`src/digitizer_cfg_pkg.sv`:
```
package digitizer_cfg_pkg;
    // register indices as printed (byte-wide registers on the serial port)
    localparam logic [7:0] OFS_OUT_FMT = 8'h15;
    localparam logic [7:0] OFS_TEST_PLL = 8'h16;
    localparam logic [7:0] OFS_IN_SEL = 8'h19;
    localparam logic [7:0] OFS_SYNC_SEL = 8'h1A;
    localparam logic [7:0] OFS_BG_GAIN = 8'h1B;
    localparam logic [7:0] OFS_R_GAIN = 8'h1C;
    localparam logic [7:0] OFS_FINE_LSB = 8'h1D;
    localparam logic [7:0] OFS_B_OFS = 8'h1E;
    localparam logic [7:0] OFS_G_OFS = 8'h1F;
    localparam logic [7:0] OFS_R_OFS = 8'h20;
    localparam logic [7:0] OFS_HS_START = 8'h21;
    localparam logic [7:0] OFS_MISC = 8'h22;
    localparam logic [7:0] OFS_LVL_EN = 8'h26;
    localparam logic [7:0] OFS_LVL_FILT = 8'h28;
    // reset values
    localparam logic [7:0] RST_BG_GAIN = 8'h55;
    localparam logic [7:0] RST_R_GAIN = 8'h05;
    localparam logic [5:0] RST_COARSE_OFS = 6'h20;
    localparam logic [7:0] RST_HS_START = 8'h09;
    // writable-bit masks (reserved bits clear)
    localparam logic [7:0] MSK_OUT_FMT = 8'h0E;
    localparam logic [7:0] MSK_TEST_PLL = 8'hEF;
    localparam logic [7:0] MSK_SYNC_SEL = 8'h05;
    localparam logic [7:0] MSK_R_GAIN = 8'h0F;
    localparam logic [7:0] MSK_FINE_LSB = 8'h3F;
    localparam logic [7:0] MSK_OFS = 8'h3F;
    localparam logic [7:0] MSK_MISC = 8'h0A;
    localparam logic [7:0] MSK_LVL_EN = 8'h80;
    localparam logic [7:0] MSK_LVL_FILT = 8'h7F;
    // field positions
    localparam int BIT_CLAMP_REF = 3;
    localparam int BIT_CHROMA_ORDER = 2;
    localparam int BIT_SUBSAMPLE = 1;
    localparam int BIT_PLL_OFF = 1;
    localparam int BIT_PLL_START = 0;
    localparam int BIT_VSRC = 2;
    localparam int BIT_HSRC = 0;
    localparam int BIT_COPY_COMPAT = 3;
    localparam int BIT_VALIGN = 1;
    localparam int BIT_LVL_EN = 7;
    // test pin source codes
    localparam logic [1:0] TST_CLK5 = 2'h0;
    localparam logic [1:0] TST_COAST = 2'h1;
    localparam logic [1:0] TST_CLAMP = 2'h2;
    localparam logic [1:0] TST_HIZ = 2'h3;
    // decoded configuration to the datapath
    typedef struct packed {
        logic clamp_leading;
        logic fmt_422;
        logic chroma_cb_first;
        logic [2:0] pix_tol;
        logic [1:0] test_src;
        logic pll_power_off;
        logic pll_startup_enable;
        logic [1:0] sog_sel;
        logic [1:0] red_sel;
        logic [2:0] green_sel;
        logic [1:0] blue_sel;
        logic vsync_src_b;
        logic hsync_src_b;
        logic [3:0] gain_r;
        logic [3:0] gain_g;
        logic [3:0] gain_b;
        logic [5:0] cofs_r;
        logic [5:0] cofs_g;
        logic [5:0] cofs_b;
        logic [1:0] fofs_lsb_r;
        logic [1:0] fofs_lsb_g;
        logic [1:0] fofs_lsb_b;
        logic [7:0] hsync_output_start;
        logic copy_protect_compat_enable;
        logic vertical_output_alignment;
        logic auto_level_control;
        logic [3:0] level_vertical_coeff;
        logic [2:0] level_horizontal_coeff;
    } cfg_t;
endpackage : digitizer_cfg_pkg

```
`src/digitizer_config_regs_15_28.sv`:
```
module digitizer_config_regs_15_28
    import digitizer_cfg_pkg::*;
(
    input wire logic REF_CLK_I,
    input wire logic NRST_I,
    input wire logic WR_STB_I, // one-cycle write strobe from serial port
    input wire logic RD_STB_I, // one-cycle read strobe
    input wire logic [7:0] ADDR_I, // register subaddress
    input wire logic [7:0] WDATA_I,
    output logic [7:0] RDATA_O, // registered read data
    output logic RVALID_O, // pulse with read data
    input wire logic [7:0] FINE_OFS_R_HI_I, // upper fine offset bits from 0Dh
    input wire logic [7:0] FINE_OFS_G_HI_I, // from 0Ch
    input wire logic [7:0] FINE_OFS_B_HI_I, // from 0Bh
    input wire logic CLK5_I, // internal 5 MHz clock, async
    input wire logic COAST_I, // coast level, async
    input wire logic CLAMP_I, // clamp level, async
    input wire logic LINE_UPD_I, // one-cycle line update from datapath
    input wire logic signed [15:0] BLANK_ERR_I, // summed blank-level error
    output logic TEST_PIN_O, // test pin data
    output logic TEST_PIN_OE_O, // test pin enable, high drives
    output cfg_t CFG_O, // decoded configuration
    output logic [9:0] FINE_OFS_R_O,
    output logic [9:0] FINE_OFS_G_O,
    output logic [9:0] FINE_OFS_B_O,
    output logic signed [15:0] LVL_CORR_O // accumulated offset correction
);
    // register storage
    logic [7:0] out_fmt_r; // clamp edge, chroma order, subsampling
    logic [7:0] test_r; // tolerance, test source, pll controls
    logic [7:0] in_sel_r; // four input selectors, kept raw
    logic [7:0] sync_sel_r; // sync sources; must-one bit dropped
    logic [7:0] bg_gain_r; // green and blue gain codes
    logic [7:0] r_gain_r; // red gain code
    logic [7:0] fine_lsb_r; // low fine offset bits, three channels
    logic [7:0] b_ofs_r; // blue coarse offset
    logic [7:0] g_ofs_r; // green coarse offset
    logic [7:0] r_ofs_r; // red coarse offset
    logic [7:0] hs_start_r; // hsync output start pixel
    logic [7:0] misc_r; // copy protect and vertical alignment
    logic [7:0] lvl_en_r; // level control enable
    logic [7:0] lvl_filt_r; // level control filter coefficients
    logic [7:0] rdata_nxt; // read mux result
    logic [2:0] tst_s1_r, tst_s2_r; // test source synchronisers
    logic test_pin_nxt;
    logic signed [15:0] corr_r; // level correction accumulator
    logic signed [15:0] avg_err; // per-line averaged error
    logic signed [15:0] step;

    // write path; reserved bits masked so they never store
    always_ff @(posedge REF_CLK_I) begin
        if (!NRST_I) begin
            out_fmt_r <= 8'h00;
            test_r <= 8'h00;
            in_sel_r <= 8'h00;
            sync_sel_r <= 8'h00;
            bg_gain_r <= RST_BG_GAIN;
            r_gain_r <= RST_R_GAIN;
            fine_lsb_r <= 8'h00;
            b_ofs_r <= {2'h0, RST_COARSE_OFS};
            g_ofs_r <= {2'h0, RST_COARSE_OFS};
            r_ofs_r <= {2'h0, RST_COARSE_OFS};
            hs_start_r <= RST_HS_START;
            misc_r <= 8'h00;
            lvl_en_r <= 8'h00;
            lvl_filt_r <= 8'h00;
        end else if (WR_STB_I) begin
            case (ADDR_I)
                OFS_OUT_FMT: out_fmt_r <= WDATA_I & MSK_OUT_FMT;
                OFS_TEST_PLL: test_r <= WDATA_I & MSK_TEST_PLL;
                OFS_IN_SEL: in_sel_r <= WDATA_I;
                // bit 7 is a must-write-one from the host; not stored
                OFS_SYNC_SEL: sync_sel_r <= WDATA_I & MSK_SYNC_SEL;
                OFS_BG_GAIN: bg_gain_r <= WDATA_I;
                OFS_R_GAIN: r_gain_r <= WDATA_I & MSK_R_GAIN;
                OFS_FINE_LSB: fine_lsb_r <= WDATA_I & MSK_FINE_LSB;
                OFS_B_OFS: b_ofs_r <= WDATA_I & MSK_OFS;
                OFS_G_OFS: g_ofs_r <= WDATA_I & MSK_OFS;
                OFS_R_OFS: r_ofs_r <= WDATA_I & MSK_OFS;
                OFS_HS_START: hs_start_r <= WDATA_I;
                OFS_MISC: misc_r <= WDATA_I & MSK_MISC;
                OFS_LVL_EN: lvl_en_r <= WDATA_I & MSK_LVL_EN;
                OFS_LVL_FILT: lvl_filt_r <= WDATA_I & MSK_LVL_FILT;
                default: ; // other subaddresses belong elsewhere
            endcase
        end
    end

    // read mux; unmapped returns zero
    always_comb begin
        case (ADDR_I)
            OFS_OUT_FMT: rdata_nxt = out_fmt_r;
            OFS_TEST_PLL: rdata_nxt = test_r;
            OFS_IN_SEL: rdata_nxt = in_sel_r;
            OFS_SYNC_SEL: rdata_nxt = sync_sel_r;
            OFS_BG_GAIN: rdata_nxt = bg_gain_r;
            OFS_R_GAIN: rdata_nxt = r_gain_r;
            OFS_FINE_LSB: rdata_nxt = fine_lsb_r;
            OFS_B_OFS: rdata_nxt = b_ofs_r;
            OFS_G_OFS: rdata_nxt = g_ofs_r;
            OFS_R_OFS: rdata_nxt = r_ofs_r;
            OFS_HS_START: rdata_nxt = hs_start_r;
            OFS_MISC: rdata_nxt = misc_r;
            OFS_LVL_EN: rdata_nxt = lvl_en_r;
            OFS_LVL_FILT: rdata_nxt = lvl_filt_r;
            default: rdata_nxt = 8'h00;
        endcase
    end

    // registered read answer, one cycle after the strobe
    always_ff @(posedge REF_CLK_I) begin
        if (!NRST_I) begin
            RDATA_O <= 8'h00;
            RVALID_O <= 1'b0;
        end else begin
            RVALID_O <= RD_STB_I;
            if (RD_STB_I) begin
                RDATA_O <= rdata_nxt;
            end
        end
    end

    // configuration decode
    always_comb begin
        CFG_O.clamp_leading = out_fmt_r[BIT_CLAMP_REF];
        CFG_O.fmt_422 = out_fmt_r[BIT_SUBSAMPLE];
        // order bit ignored in 4:4:4 output
        CFG_O.chroma_cb_first = out_fmt_r[BIT_SUBSAMPLE] & out_fmt_r[BIT_CHROMA_ORDER];
        CFG_O.pix_tol = test_r[7:5];
        CFG_O.test_src = test_r[3:2];
        CFG_O.pll_power_off = test_r[BIT_PLL_OFF];
        CFG_O.pll_startup_enable = test_r[BIT_PLL_START];
        // reserved code 11 decodes to channel one; green 11 is channel four
        CFG_O.sog_sel = (in_sel_r[7:6] == 2'h3) ? 2'h0 : in_sel_r[7:6];
        CFG_O.red_sel = (in_sel_r[5:4] == 2'h3) ? 2'h0 : in_sel_r[5:4];
        CFG_O.green_sel = {1'b0, in_sel_r[3:2]};
        CFG_O.blue_sel = (in_sel_r[1:0] == 2'h3) ? 2'h0 : in_sel_r[1:0];
        CFG_O.vsync_src_b = sync_sel_r[BIT_VSRC];
        CFG_O.hsync_src_b = sync_sel_r[BIT_HSRC];
        // gain = 0.5 + 0.1*code, passed as the code
        CFG_O.gain_g = bg_gain_r[7:4];
        CFG_O.gain_b = bg_gain_r[3:0];
        CFG_O.gain_r = r_gain_r[3:0];
        CFG_O.cofs_b = b_ofs_r[5:0];
        CFG_O.cofs_g = g_ofs_r[5:0];
        CFG_O.cofs_r = r_ofs_r[5:0];
        CFG_O.fofs_lsb_r = fine_lsb_r[5:4];
        CFG_O.fofs_lsb_g = fine_lsb_r[3:2];
        CFG_O.fofs_lsb_b = fine_lsb_r[1:0];
        CFG_O.hsync_output_start = hs_start_r;
        CFG_O.copy_protect_compat_enable = misc_r[BIT_COPY_COMPAT];
        CFG_O.vertical_output_alignment = misc_r[BIT_VALIGN];
        CFG_O.auto_level_control = lvl_en_r[BIT_LVL_EN];
        CFG_O.level_vertical_coeff = lvl_filt_r[6:3];
        CFG_O.level_horizontal_coeff = lvl_filt_r[2:0];
    end

    // ten-bit fine offsets: high byte elsewhere, low bits here
    always_comb begin
        FINE_OFS_R_O = {FINE_OFS_R_HI_I, fine_lsb_r[5:4]};
        FINE_OFS_G_O = {FINE_OFS_G_HI_I, fine_lsb_r[3:2]};
        FINE_OFS_B_O = {FINE_OFS_B_HI_I, fine_lsb_r[1:0]};
    end

    // two-stage sync of async test sources; first stage read only by second
    always_ff @(posedge REF_CLK_I) begin
        if (!NRST_I) begin
            tst_s1_r <= 3'h0;
            tst_s2_r <= 3'h0;
        end else begin
            tst_s1_r <= {CLAMP_I, COAST_I, CLK5_I};
            tst_s2_r <= tst_s1_r;
        end
    end

    // test pin source mux
    always_comb begin
        case (test_r[3:2])
            TST_CLK5: test_pin_nxt = tst_s2_r[0];
            TST_COAST: test_pin_nxt = tst_s2_r[1];
            TST_CLAMP: test_pin_nxt = tst_s2_r[2];
            default: test_pin_nxt = 1'b0;
        endcase
    end

    // pin data from flop; enable drops for hi-z code
    always_ff @(posedge REF_CLK_I) begin
        if (!NRST_I) begin
            TEST_PIN_O <= 1'b0;
        end else begin
            TEST_PIN_O <= test_pin_nxt;
        end
    end
    assign TEST_PIN_OE_O = (test_r[3:2] != TST_HIZ);

    // average over 2^nsh samples is a right shift of the summed error
    assign avg_err = BLANK_ERR_I >>> lvl_filt_r[2:0];
    // fraction 2^-nsv of the error per update; shift limits precision
    assign step = avg_err >>> lvl_filt_r[6:3];

    // accumulate correction immediately on each line update
    always_ff @(posedge REF_CLK_I) begin
        if (!NRST_I) begin
            corr_r <= 16'sh0000;
        end else if (!lvl_en_r[BIT_LVL_EN]) begin
            corr_r <= 16'sh0000; // disabled: no correction held
        end else if (LINE_UPD_I) begin
            corr_r <= corr_r - step;
        end
    end
    assign LVL_CORR_O = corr_r;
endmodule : digitizer_config_regs_15_28

```
`config.mk`:
```
export PLATFORM = sky130hd
export DESIGN_NAME = digitizer_config_regs_15_28
export DESIGN_NICKNAME = d
export VERILOG_FILES = /design/src/digitizer_cfg_pkg.sv /design/src/digitizer_config_regs_15_28.sv
export SDC_FILE = /design/constraint.sdc
export NUM_CORES = 1
export LEC_CHECK = 0
export BUFFER_PORTS_ARGS = -buffer_cell sky130_fd_sc_hd__buf_2
export CAP_MARGIN = 30
export CORE_ASPECT_RATIO = 1.25
export CORE_MARGIN = 1.5
export CORE_UTILIZATION = 58
export DETAILED_ROUTE_END_ITERATION = 7
export GPL_ROUTABILITY_DRIVEN = 0
export PLACE_DENSITY_LB_ADDON = 0.3
export SYNTH_ARGS = -nofsm -noshare
export SYNTH_HDL_FRONTEND = slang
export SYNTH_SLANG_ARGS = --single-unit
export TNS_END_PERCENT = 5
```
`constraint.sdc`:
```
create_clock -name REF_CLK_I -period 7.65 [get_ports REF_CLK_I]
set_input_delay 1.1475 -clock REF_CLK_I [delete_from_list [all_inputs] [get_ports REF_CLK_I]]
set_output_delay 1.1475 -clock REF_CLK_I [all_outputs]
set_load 0.1 [all_outputs]
```
# ---- Word level (Yosys, flattened, before mapping)
# Index checks and enable logic that the tools add are counted.
dict set report classes {
  n_reduce_logical 16
  n_addsub 1
  shifts 2
  n_eq_ne 20
  mux 5
  bitwise 1
}
# operator n
set op_table {}
lappend op_table {{$pmux W8 S14} 1}
lappend op_table {{$eq A8 B5 Y1 const B} 9}
lappend op_table {{$eq A8 B6 Y1 const B} 5}
lappend op_table {{$reduce_and A2 Y1} 15}
lappend op_table {{$sshr A16 B3 Y16} 1}
lappend op_table {{$sshr A16 B4 Y16} 1}
lappend op_table {{$sub A16 B16 Y16} 1}
lappend op_table {{$eq A2 B2 Y1 const B} 4}
lappend op_table {{$mux W2} 3}
lappend op_table {{$pmux W1 S3} 1}
lappend op_table {{$eq A2 B1 Y1 const B} 1}
lappend op_table {{$logic_not A2 Y1} 1}
lappend op_table {{$ne A2 B2 Y1 const B} 1}
lappend op_table {{$and A1 B1 Y1} 1}
dict set report word_totals {
  word_cells 65
  regBits 106
  out_inout_bits 132
  in_bits 64
}

# ---- Depth between registers and ports, before layout
# Gate-level depths: netlist (run 1).
dict set report depth {
  ltp_word 3
  mapped_depth 18
}

# ---- Least setup slack after synthesis (run 1)
# OpenSTA, ideal clock, no wires.
dict set report synth_path {
  path_type {flip-flop to flip-flop}
  from {register lvl_filt_r[2]}
  to {register corr_r[12], in the netlist LVL_CORR_O[12]}
  path_stages_with_launch 17
  period_less_slack_ns 4.520
  t_arrival_ns 4.393
  setup_ns 0.127
  slack_ns 3.130
  required_time_ns 7.523
  cell_sequence {dfxtp_1 buf_2 buf_2 buf_1 xnor2_1 o31ai_1 a211oi_1 a211o_1 ha_1 inv_1 fa_1 a211oi_1 o21ai_0 a31oi_1 o21ai_0 nor3b_1 or3_1}
}
dict set report synth_via {
  elab_chain_cells 3
}
# item line_no
set synth_rtl {}
lappend synth_rtl {{from (decl)} digitizer_config_regs_15_28.sv:42} ;# logic [7:0] lvl_filt_r;
lappend synth_rtl {{from (signal assigned)} digitizer_config_regs_15_28.sv:83} ;# OFS_LVL_FILT: lvl_filt_r <= WDATA_I & MSK_LVL_FILT;
lappend synth_rtl {{$sshr A16 B3 Y16} digitizer_config_regs_15_28.sv:197} ;# assign avg_err = BLANK_ERR_I >>> lvl_filt_r[2:0];
lappend synth_rtl {{$sshr A16 B4 Y16} digitizer_config_regs_15_28.sv:199} ;# assign step = avg_err >>> lvl_filt_r[6:3];
lappend synth_rtl {{$sub A16 B16 Y16} digitizer_config_regs_15_28.sv:208} ;# corr_r <= corr_r - step;
lappend synth_rtl {{to (signal assigned)} digitizer_config_regs_15_28.sv:208}
lappend synth_rtl {{to (decl)} digitizer_config_regs_15_28.sv:46} ;# logic signed [15:0] corr_r;
# Every way passes these cells.
# A chain may end at the register's enable or synchronous reset.

# ---- Final worst setup path (run 1)
dict set report layout_path {
  from {register lvl_filt_r[0]}
  to {register corr_r[12], in the netlist LVL_CORR_O[12]}
}
# Same word-level chain as after synthesis.

==> run summary, run 1 <==
Fillers = 1120
# IOs = 196
post-layout util = 64.8%
#FFs+latches synth = 106
Pre-antenna DRT Iters = 5
NetSw = 0.319 mW
initial antenna violation count = 0
Tmin final = 4.79 ns
Cell Area, Synth = 7440 um2
detailed placer's ending HPWL = 15.0 mm
Residual DRC = 0
Port Buffers = 146
crit start category = register
Setup Crit Path Kind = reg -> reg
IR drop worst, VDD = 0.116 mV
Avg Synthesized Cell Area = 8.68 um2
pre-CTS setup slack = 2.64 ns
critical path arrival = 5.02 ns
Tightest Pin Transition = 0.930 ns
Synth area leaders = dfxtp_1 (29%), mux2i_1 (11%), mux4_2 (6.1%), nor2b_1 (5.5%), buf_4 (3.8%)
final net count = 999
CP endpoint kind = register
worst hold path type = reg -> reg
global router's overall resource usage = 29.9%
final setup fails = 0
Via density = 6.22
async set-reset flop share out of synthesis = 0%
Slew headroom = 37.9%
TritonCTS clock tree = done
combinational power share = 12.7%
DIE WIDTH = 104 um
total grt overflow = 0
Area growth, synth to finish = 9.72%
Flop pwr share = 48.2%
finished layout cell area = 8160 um2
f_max = 209 MHz
cell count after synthesis = 857
Synth cell types = 74
Clock power frac = 39.1%
Int Pwr = 0.835 mW
wire per inst = 18.8 um
final hold violation count = 0
CTS Hold Buffers Added = 0
total CTS buffers = 9
first-pass GRT wire length = 32.4 mm
Post-synth EDFFs = 0
Rows = 46
Synth Warn # = 0
setup TNS = 0 ns
share of post-route cells with drive strength above 1 = 22.6%
clock skew = 0.0120 ns
Placed Instance Area = 7870 um2
ys flop type = dfxtp_1
Worst-path clk slew = 0.07 ns
Clock Sinks = 106
Max-Cap Viols = 0
post-CTS setup buffers = 0
syn nets = 938
Antenna Cells = 0
RSZ-0062 raised after global routing = no
cts repair resizes = 0
Pwr Density = 141 nW/um2
Final Max Slew Viols = 0
largest net degree at the start of global routing = 91
Die Y = 130 um
status = finished, final reports clean
Power Total = 1.15 mW
die area = 13500 um2
Vias = 6788
Leak = 3.45 nW
Seq/Total Area, Yosys = 28.5%
CP Max Fanout = 30
clk buf depth = 2
H-Tree Depth = 3
fin crit share = 62.6%
area fraction of the dominant cell type after synthesis = 28.5%
sw frac = 27.6%
worst skew pair latency = 0.35 ns
leading area contributor after synthesis = dfxtp_1
DRT antenna net count = 0
WP data required = 7.88 ns
number of global-route vias before repair = 6299
initial DRC count = 397
Initial Utilization = 59.0%
CTS root buf = clkbuf_16
final worst slack = 2.86 ns
drt total wl = 20.5 mm
core area = 12600 um2
critical path, stage by stage, from the launching register on:
cell	delay [ns]
dfxtp_1	0.93
inv_1	0.46
mux2_2	0.33
a21oi_1	0.11
a211oi_1	0.35
a211o_1	0.18
ha_1	0.16
inv_1	0.05
fa_1	0.42
a211oi_1	0.37
o21ai_0	0.17
a31oi_1	0.34
o21ai_0	0.26
nor3b_1	0.20
or3_1	0.34
cell usage in the layout (no fill, tap or decap), types with 12 or more instances in the layout:
cell type	instances
a21boi_0	17
a21oi_1	37
and2_1	13
buf_2	146
dfxtp_1	106
ha_1	16
inv_1	12
mux2i_1	82
mux4_2	20
nand2_1	68
nand3_1	41
nor2_1	38
nor2b_1	65
nor3_1	14
o211ai_1	13
o21ai_0	43
registers in the layout (all words and copies together), names as in the netlist, 4 cells and up:
signal / count
LVL_CORR_O: 16
RDATA_O: 8
b_ofs_r: 6
hs_start_r: 8
fine_lsb_r: 6
r_gain_r: 4
in_sel_r: 8
test_r: 7
lvl_filt_r: 7
g_ofs_r: 6
r_ofs_r: 6
bg_gain_r: 8
area by class of cell:
| class | count | area (um2) | share of cell area (%) |
|---|---|---|---|
| multi-input cells | 638 | 4720 | 57.9 |
| well taps | 168 | 210 | 2.58 |
| clock inverters | 6 | 62.6 | 0.767 |
| inverters | 12 | 45.0 | 0.552 |
| repair buffers | 151 | 768 | 9.41 |
| flip-flops and latches | 106 | 2120 | 26.0 |
| clock buffers | 10 | 229 | 2.81 |
cells by family (layout without fill, tap and decap cells):
logic type	after synthesis	count (layout)	share of synthesized area [%]
simple gates	297	297	21.3
mux	119	119	20.8
xor+xnor	8	8	0.942
fa+ha+maj	17	17	2.96
compound gates	196	196	17.4
buf+inv	113	179	7.96
other cells	1	1	0.0504
flops	106	106	28.5
per-stage QoR:
stage	std cells	hold WS (ns)
final	1091	0.438
after floorplan	857	0.412
after CTS	1091	0.444
after global placement	1075	0.414
after global routing	1091	0.456
after detailed placement	1075	0.426
layer usage:
| metal | GRT usage [%] | wire length, um |
|---|---|---|
| met2 | 52.3 | 10300 |
| met5 | 0 | 0 |
| met4 | 13.8 | 728 |
| met3 | 5.13 | 1220 |
| met1 | 36.2 | 8210 |
cell usage after synthesis (5+ instances only):
master,count
dfxtp_1,106
mux2i_1,82
nand2_1,68
nor2b_1,65
o21ai_0,43
clkbuf_1,41
nand3_1,41
buf_4,38
nor2_1,38
a21oi_1,37
mux4_2,20
a21boi_0,17
ha_1,16
nor3_1,14
and2_1,13
o211ai_1,13
inv_1,12
a22oi_1,11
buf_2,11
mux2_2,11
nand2b_1,10
o22ai_1,10
a211oi_1,9
buf_1,9
a31oi_1,8
a21o_1,7
nand4_1,7
and3_1,6
xnor2_1,6
mux4_1,5
nand3b_1,5
nor3b_1,5
o31ai_1,5
or3_1,5
path summary, 6_finish.rpt:
| check | startpoint | to | slack [ns] | depth (start not counted) |
|---|---|---|---|---|
| worst min-delay path | tst_s1_r[1] | tst_s2_r[1] | 0.44 | 1 |
| worst max-delay path | lvl_filt_r[0] | LVL_CORR_O[12] | 2.86 | 14 |
| worst min register to register | tst_s1_r[1] | tst_s2_r[1] | 0.44 | 1 |
| worst max register to register | lvl_filt_r[0] | LVL_CORR_O[12] | 2.86 | 14 |
power groups by stage:
stage               sequential (mW)  clock (mW)  combinational, mW
floorplan                     0.585           0              0.148
global placement              0.570           0              0.143
finish                        0.557       0.451              0.146
CTS                           0.557       0.459              0.145
detailed placement            0.570           0              0.144
global route                  0.557       0.484              0.156
Power figures use the tool's default switching activity.
==> inputs of run 2 (changes only) <==
- ABC_AREA: unset -> 1
- CORE_UTILIZATION: 58 -> 48
- clock period: 7.65 -> 3.9 ns (I/O delays scaled with it)
==> run summary, run 2 <==
f_max = 309 MHz (was 209 MHz)
WP data required = 4.15 ns (was 7.88 ns)
hold depth = 3 (was 1)
first-pass GRT wire length = 32.0 mm (was 32.4 mm)
Post-synth EDFFs = 0 (unchanged)
Synth Warn # = 0 (unchanged)
status = finished, final reports clean (unchanged)
share of post-route cells with drive strength above 1 = 17.5% (was 22.6%)
post-route insts no fill = 1316 (was 1091)
Tmin final = 3.23 ns (was 4.79 ns)
most frequent cells in the layout = nand2_1 (223), nand3_1 (178), buf_2 (146), dfxtp_1 (106), inv_1 (100) (was buf_2 (146), dfxtp_1 (106), mux2i_1 (82), nand2_1 (68), nor2b_1 (65))
CP Max Fanout = 18 (was 30)
syn nets = 1129 (was 938)
Setup Crit Path Kind = reg -> reg (unchanged)
drt total wl = 19.9 mm (was 20.5 mm)
Reg-to-Reg End = LVL_CORR_O[13] (was LVL_CORR_O[12])
worst reg2reg setup slack = 0.67 ns (was 2.86 ns)
Area growth, synth to finish = 12.1% (was 9.72%)
Via density = 5.51 (was 6.22)
core area = 13800 um2 (was 12600 um2)
# IOs = 196 (unchanged)
detailed placer's ending HPWL = 15.1 mm (was 15.0 mm)
Leak = 3.89 nW (was 3.45 nW)
total grt overflow = 0 (unchanged)
Max-Cap Viols = 0 (unchanged)
final hold violation count = 0 (unchanged)
Cell Area, Synth = 6750 um2 (was 7440 um2)
Seq/Total Area, Yosys = 31.5% (was 28.5%)
Pre-antenna DRT Iters = 5 (unchanged)
CTS Hold Buffers Added = 0 (unchanged)
Residual DRC = 0 (unchanged)
global router's overall resource usage = 27.4% (was 29.9%)
cts repair resizes = 0 (unchanged)
Fillers = 1447 (was 1120)
number of global-route vias before repair = 6482 (was 6299)
Worst Reg-to-Reg Cells = 21 (was 14)
Final Max Slew Viols = 0 (unchanged)
initial DRC count = 488 (was 397)
Register Area = 2120 um2 (unchanged)
largest net degree at the start of global routing = 73 (was 91)
Die Y = 136 um (was 130 um)
post-CTS setup buffers = 0 (unchanged)
Commonest cells post-synth = nand2_1 (223), nand3_1 (178), dfxtp_1 (106) (was dfxtp_1 (106), mux2i_1 (82), nand2_1 (68))
ys flop type = dfxtp_1 (unchanged)
area fraction of the dominant cell type after synthesis = 31.5% (was 28.5%)
Synth area leaders = dfxtp_1 (31%), nand3_1 (13%), nand2_1 (12%), a21oi_1 (6.8%), o21ai_0 (6.0%) (was dfxtp_1 (29%), mux2i_1 (11%), mux4_2 (6.1%), nor2b_1 (5.5%), buf_4 (3.8%))
Synth cell types = 38 (was 74)
clock skew = 0.00804 ns (was 0.0120 ns)
Clock Sinks = 106 (unchanged)
die area = 14800 um2 (was 13500 um2)
commonest non-fill, non-tap cell in the layout = nand2_1 (was buf_2)
Multi-input gate area = 3720 um2 (was 4720 um2)
Tightest Pin Transition = 0.669 ns (was 0.930 ns)
DRT antenna net count = 0 (unchanged)
fin crit share = 82.9% (was 62.6%)
Worst-path clk slew = 0.08 ns (was 0.07 ns)
M3 GR Usage = 4.33% (was 5.13%)
WHS Endpoint = tst_s1_r[2] (was tst_s2_r[1])
setup TNS = 0 ns (unchanged)
clk buf depth = 2 (unchanged)
worst hold path type = in -> reg (was reg -> reg)
H-Tree Depth = 3 (unchanged)
busiest layer in global routing = met2 (unchanged)
initial antenna violation count = 0 (unchanged)
Vias = 7250 (was 6788)
IR drop worst, VDD = 0.188 mV (was 0.116 mV)
total CTS buffers = 9 (unchanged)
most frequent cell after synthesis = nand2_1 (was dfxtp_1)
final net count = 1217 (was 999)
RSZ-0062 raised after global routing = no (unchanged)
leading area contributor after synthesis = dfxtp_1 (unchanged)
Largest register FFs = 16 (unchanged)
Initial Utilization = 49.0% (was 59.0%)
CP endpoint kind = register (unchanged)
met2 usage = 46.7% (was 52.3%)
post-layout util = 55.0% (was 64.8%)
cell count after synthesis = 1048 (was 857)
Avg Synthesized Cell Area = 6.44 um2 (was 8.68 um2)
Antenna Cells = 0 (unchanged)
Slew headroom = 55.3% (was 37.9%)
reg2reg start = lvl_filt_r[2] (was lvl_filt_r[0])
Rows = 48 (was 46)
TritonCTS clock tree = done (unchanged)
wire per inst = 15.1 um (was 18.8 um)
Port Buffers = 146 (unchanged)
Power Total = 2.23 mW (was 1.15 mW)
worst skew pair latency = 0.35 ns (about the same)
async set-reset flop share out of synthesis = 0% (unchanged)
placed insts = 1300 (was 1075)
Pwr Density = 295 nW/um2 (was 141 nW/um2)
met1 Usage GRT = 33.7% (was 36.2%)
DIE WIDTH = 109 um (was 104 um)
final setup fails = 0 (unchanged)
critical path arrival = 3.48 ns (was 5.02 ns)
Hold Startpoint = CLAMP_I (was tst_s1_r[1])
#FFs+latches synth = 106 (unchanged)
CTS root buf = clkbuf_16 (unchanged)
crit start category = register (unchanged)
## run 2: metrics by stage
| stage | area (um2) | hold WS (ns) | setup WS [ns] |
|---|---|---|---|
| finish | 7560 | 0.413 | 0.667 |
| global route | 7560 | 0.427 | 0.233 |
| CTS | 7560 | 0.403 | 0.675 |
| detailed placement | 7280 | 0.399 | 0.645 |
| global placement | 7280 | 0.396 | 0.683 |
| floorplan | 6750 | 0.390 | 0.283 |
## run 2: per-layer routing
layer | part of all wire, % | routed length, um
met1 | 41 | 8080
met2 | 49 | 9810
met3 | 6.7 | 1320
met4 | 3.4 | 677
met5 | 0 | 0
## run 2: cell families (layout without fill, tap and decap cells)
family,count (synthesis),in the layout,share of synthesized area [%]
buf+inv,193,286,13.4
compound gates,212,212,17.0
xor+xnor,11,11,1.43
flops,106,106,31.5
simple gates,508,508,33.4
other cells,1,1,0.0556
fa+ha+maj,17,17,3.26
## run 2: layout make-up
cell class              count  area share (%)
clock buffers               9            2.98
clock inverters             7           0.794
inverters                 117            5.81
multi-input cells         749            49.1
flip-flops and latches    106            28.1
well taps                 175            2.89
repair buffers            153            10.4
## run 2: power by group
| group | switching, mW | total (mW) | internal, mW |
|---|---|---|---|
| clock | 0.445 | 0.891 | 0.446 |
| combinational | 0.182 | 0.252 | 0.0704 |
| sequential | 0.00243 | 1.09 | 1.09 |
| total | 0.630 | 2.23 | 1.60 |
## run 2: worst max path at each step
stage / depth (start not counted) / endpoint / slack [ns] / from
floorplan: 20 / LVL_CORR_O[10] / 0.28 / lvl_filt_r[2]
global placement: 23 / LVL_CORR_O[13] / 0.68 / BLANK_ERR_I[15]
detailed placement: 22 / LVL_CORR_O[13] / 0.65 / BLANK_ERR_I[15]
CTS: 21 / LVL_CORR_O[13] / 0.67 / lvl_filt_r[2]
global route: 17 / LVL_CORR_O[9] / 0.23 / lvl_filt_r[2]
finish: 21 / LVL_CORR_O[13] / 0.67 / lvl_filt_r[2]
## run 2: critical path, stage by stage (launching register included)
cell and delay, ns:
dfxtp_1 0.31, buf_4 0.18, clkinv_1 0.39, nand3_1 0.32, nand2_1 0.07, nand2_1 0.06
nand3_1 0.08, nand2_1 0.09, nand2_1 0.07, nand3_1 0.10, nand2_1 0.07, inv_1 0.07
ha_1 0.27, a21oi_1 0.23, a21boi_0 0.29, nor2_1 0.07, nor2_1 0.08, nand2_1 0.08
nand2_1 0.07, nand2_1 0.05, o21ai_0 0.15, inv_1 0.05
==> inputs of run 3 (changes only) <==
- clock period: 3.9 -> 2.85 ns (I/O delays scaled with it)
==> run summary, run 3 (synthesized netlist as in run 2, its figures left out) <==
status = finished, final reports clean (unchanged)
fin crit share = 98.5% (was 82.9%)
initial DRC count = 430 (was 488)
initial antenna violation count = 0 (unchanged)
WP data required = 3.10 ns (was 4.15 ns)
IR drop worst, VDD = 0.417 mV (was 0.188 mV)
first-pass GRT wire length = 32.8 mm (was 32.0 mm)
Pwr Density = 381 nW/um2 (was 295 nW/um2)
Largest register FFs = 16 (unchanged)
finished layout cell area = 7990 um2 (was 7560 um2)
Setup Crit Path Kind = reg -> reg (unchanged)
Pre-antenna DRT Iters = 8 (was 5)
final setup fails = 0 (unchanged)
critical path arrival = 3.06 ns (was 3.48 ns)
DRT antenna net count = 0 (unchanged)
Antenna Cells = 0 (unchanged)
worst skew pair latency = 0.35 ns (about the same)
wire per inst = 15.5 um (was 15.1 um)
H-Tree Depth = 3 (unchanged)
Tightest Pin Transition = 0.600 ns (was 0.669 ns)
Die Y = 136 um (unchanged)
Area growth, synth to finish = 18.5% (was 12.1%)
total CTS buffers = 9 (unchanged)
die area = 14800 um2 (unchanged)
Placed Instance Area = 7540 um2 (was 7280 um2)
number of global-route vias before repair = 6776 (was 6482)
final net count = 1245 (was 1217)
commonest non-fill, non-tap cell in the layout = nand2_1 (unchanged)
DIE WIDTH = 109 um (unchanged)
Clock Sinks = 106 (unchanged)
Port Buffers = 146 (unchanged)
final hold violation count = 0 (unchanged)
total grt overflow = 0 (unchanged)
Worst-path clk slew = 0.07 ns (was 0.08 ns)
core area = 13800 um2 (unchanged)
Power Total = 3.04 mW (was 2.23 mW)
Tmin final = 2.81 ns (was 3.23 ns)
# IOs = 196 (unchanged)
setup TNS = 0 ns (unchanged)
detailed placer's ending HPWL = 15.7 mm (was 15.1 mm)
Fin Hold WS = 0.252 ns (was 0.413 ns)
clock skew = 0.00616 ns (was 0.00804 ns)
Initial Utilization = 49.0% (unchanged)
f_max = 356 MHz (was 309 MHz)
worst hold path type = in -> reg (unchanged)
Slew headroom = 59.9% (was 55.3%)
Final Max Slew Viols = 0 (unchanged)
TritonCTS clock tree = done (unchanged)
Residual DRC = 0 (unchanged)
CP Max Fanout = 14 (was 18)
Max-Cap Viols = 0 (unchanged)
Leak = 4.07 nW (was 3.89 nW)
Vias = 7372 (was 7250)
most frequent cells in the layout = nand2_1 (217), nand3_1 (160), buf_2 (146), dfxtp_1 (99), inv_1 (99) (was nand2_1 (223), nand3_1 (178), buf_2 (146), dfxtp_1 (106), inv_1 (100))
drt total wl = 20.8 mm (was 19.9 mm)
largest net degree at the start of global routing = 42 (was 73)
clk buf depth = 2 (unchanged)
Rows = 48 (unchanged)
CTS root buf = clkbuf_16 (unchanged)
CP endpoint kind = register (unchanged)
crit start category = register (unchanged)
Via density = 5.49 (was 5.51)
RSZ-0062 raised after global routing = yes (was no)
global router's overall resource usage = 28.3% (was 27.4%)
share of post-route cells with drive strength above 1 = 23.4% (was 17.5%)
run 3: final cells by class:
cell class	count	area, um2
fillers	1408	5760
multi-input cells	749	3890
flip-flops and latches	106	2140
repair buffers	181	1030
inverters	117	443
clock buffers	11	243
well taps	175	219
clock inverters	3	26.3
run 3: where the power goes:
part / switching [mW] / total (mW) / leakage (nW) / internal, mW
combinational: 0.261 / 0.378 / 3.07 / 0.117
sequential: 0.00347 / 1.49 / 0.861 / 1.48
clock: 0.564 / 1.18 / 0.132 / 0.614
total: 0.829 / 3.04 / 4.07 / 2.21
run 3: per-layer routing:
layer  part of all wire, %  global-route usage (%)  up-vias
met4                   3.6                    13.2        0
met5                     0                       0        -
met3                   6.5                    5.00       52
met2                    51                    49.1      295
li1                      -                       -     3662
met1                    39                    33.4     3363
run 3: through the flow:
| stage | worst slack [ns] | instances | util, % |
|---|---|---|---|
| 2_1_floorplan | 0.0142 | 1048 | - |
| 3_3_place_gp | 0.00782 | 1326 | 54.8 |
| 3_5_place_dp | -0.0757 | 1326 | 54.8 |
| 4_1_cts | 0.00822 | 1340 | 57.0 |
| 5_1_grt | -0.206 | 1342 | 58.1 |
| 6_report | 0.0420 | 1342 | 58.1 |
run 3: worst max-delay path, cell delays in order, from the launching register on:
cell and delay (ns):
dfxtp_4 0.35, inv_2 0.06, buf_12 0.13, nand2_1 0.07, nand3_1 0.09, nand3_1 0.13
nand3_1 0.13, nand3_1 0.08, nand2_1 0.13, nand2_1 0.06, nand3_1 0.07, o21ai_0 0.09
buf_4 0.15, ha_4 0.28, nand2_1 0.05, inv_1 0.10, buf_4 0.12, nand2_1 0.06
nor2_1 0.10, nand2_1 0.05, nand2_1 0.07, buf_4 0.10, nor2_1 0.04, o21ai_1 0.14
inv_1 0.05
run 3: repair_timing:
action | in CTS | in global routing
hold buffers | 0 | 0
endpoints found under the hold margin | 0 | 0
pin swaps | 1 | 5
resized for setup | 9 | 38
endpoints found under the setup margin | 4 | 12
setup buffers | 0 | 2
run 3: final timing paths:
check | start | endpoint | slack, ns | depth (start not counted)
setup / recovery | lvl_filt_r[0] | LVL_CORR_O[13] | 0.04 | 24
setup reg to reg | lvl_filt_r[0] | LVL_CORR_O[13] | 0.04 | 24
hold / removal | COAST_I | tst_s1_r[1] | 0.25 | 3
hold reg to reg | tst_s1_r[2] | tst_s2_r[2] | 0.41 | 2
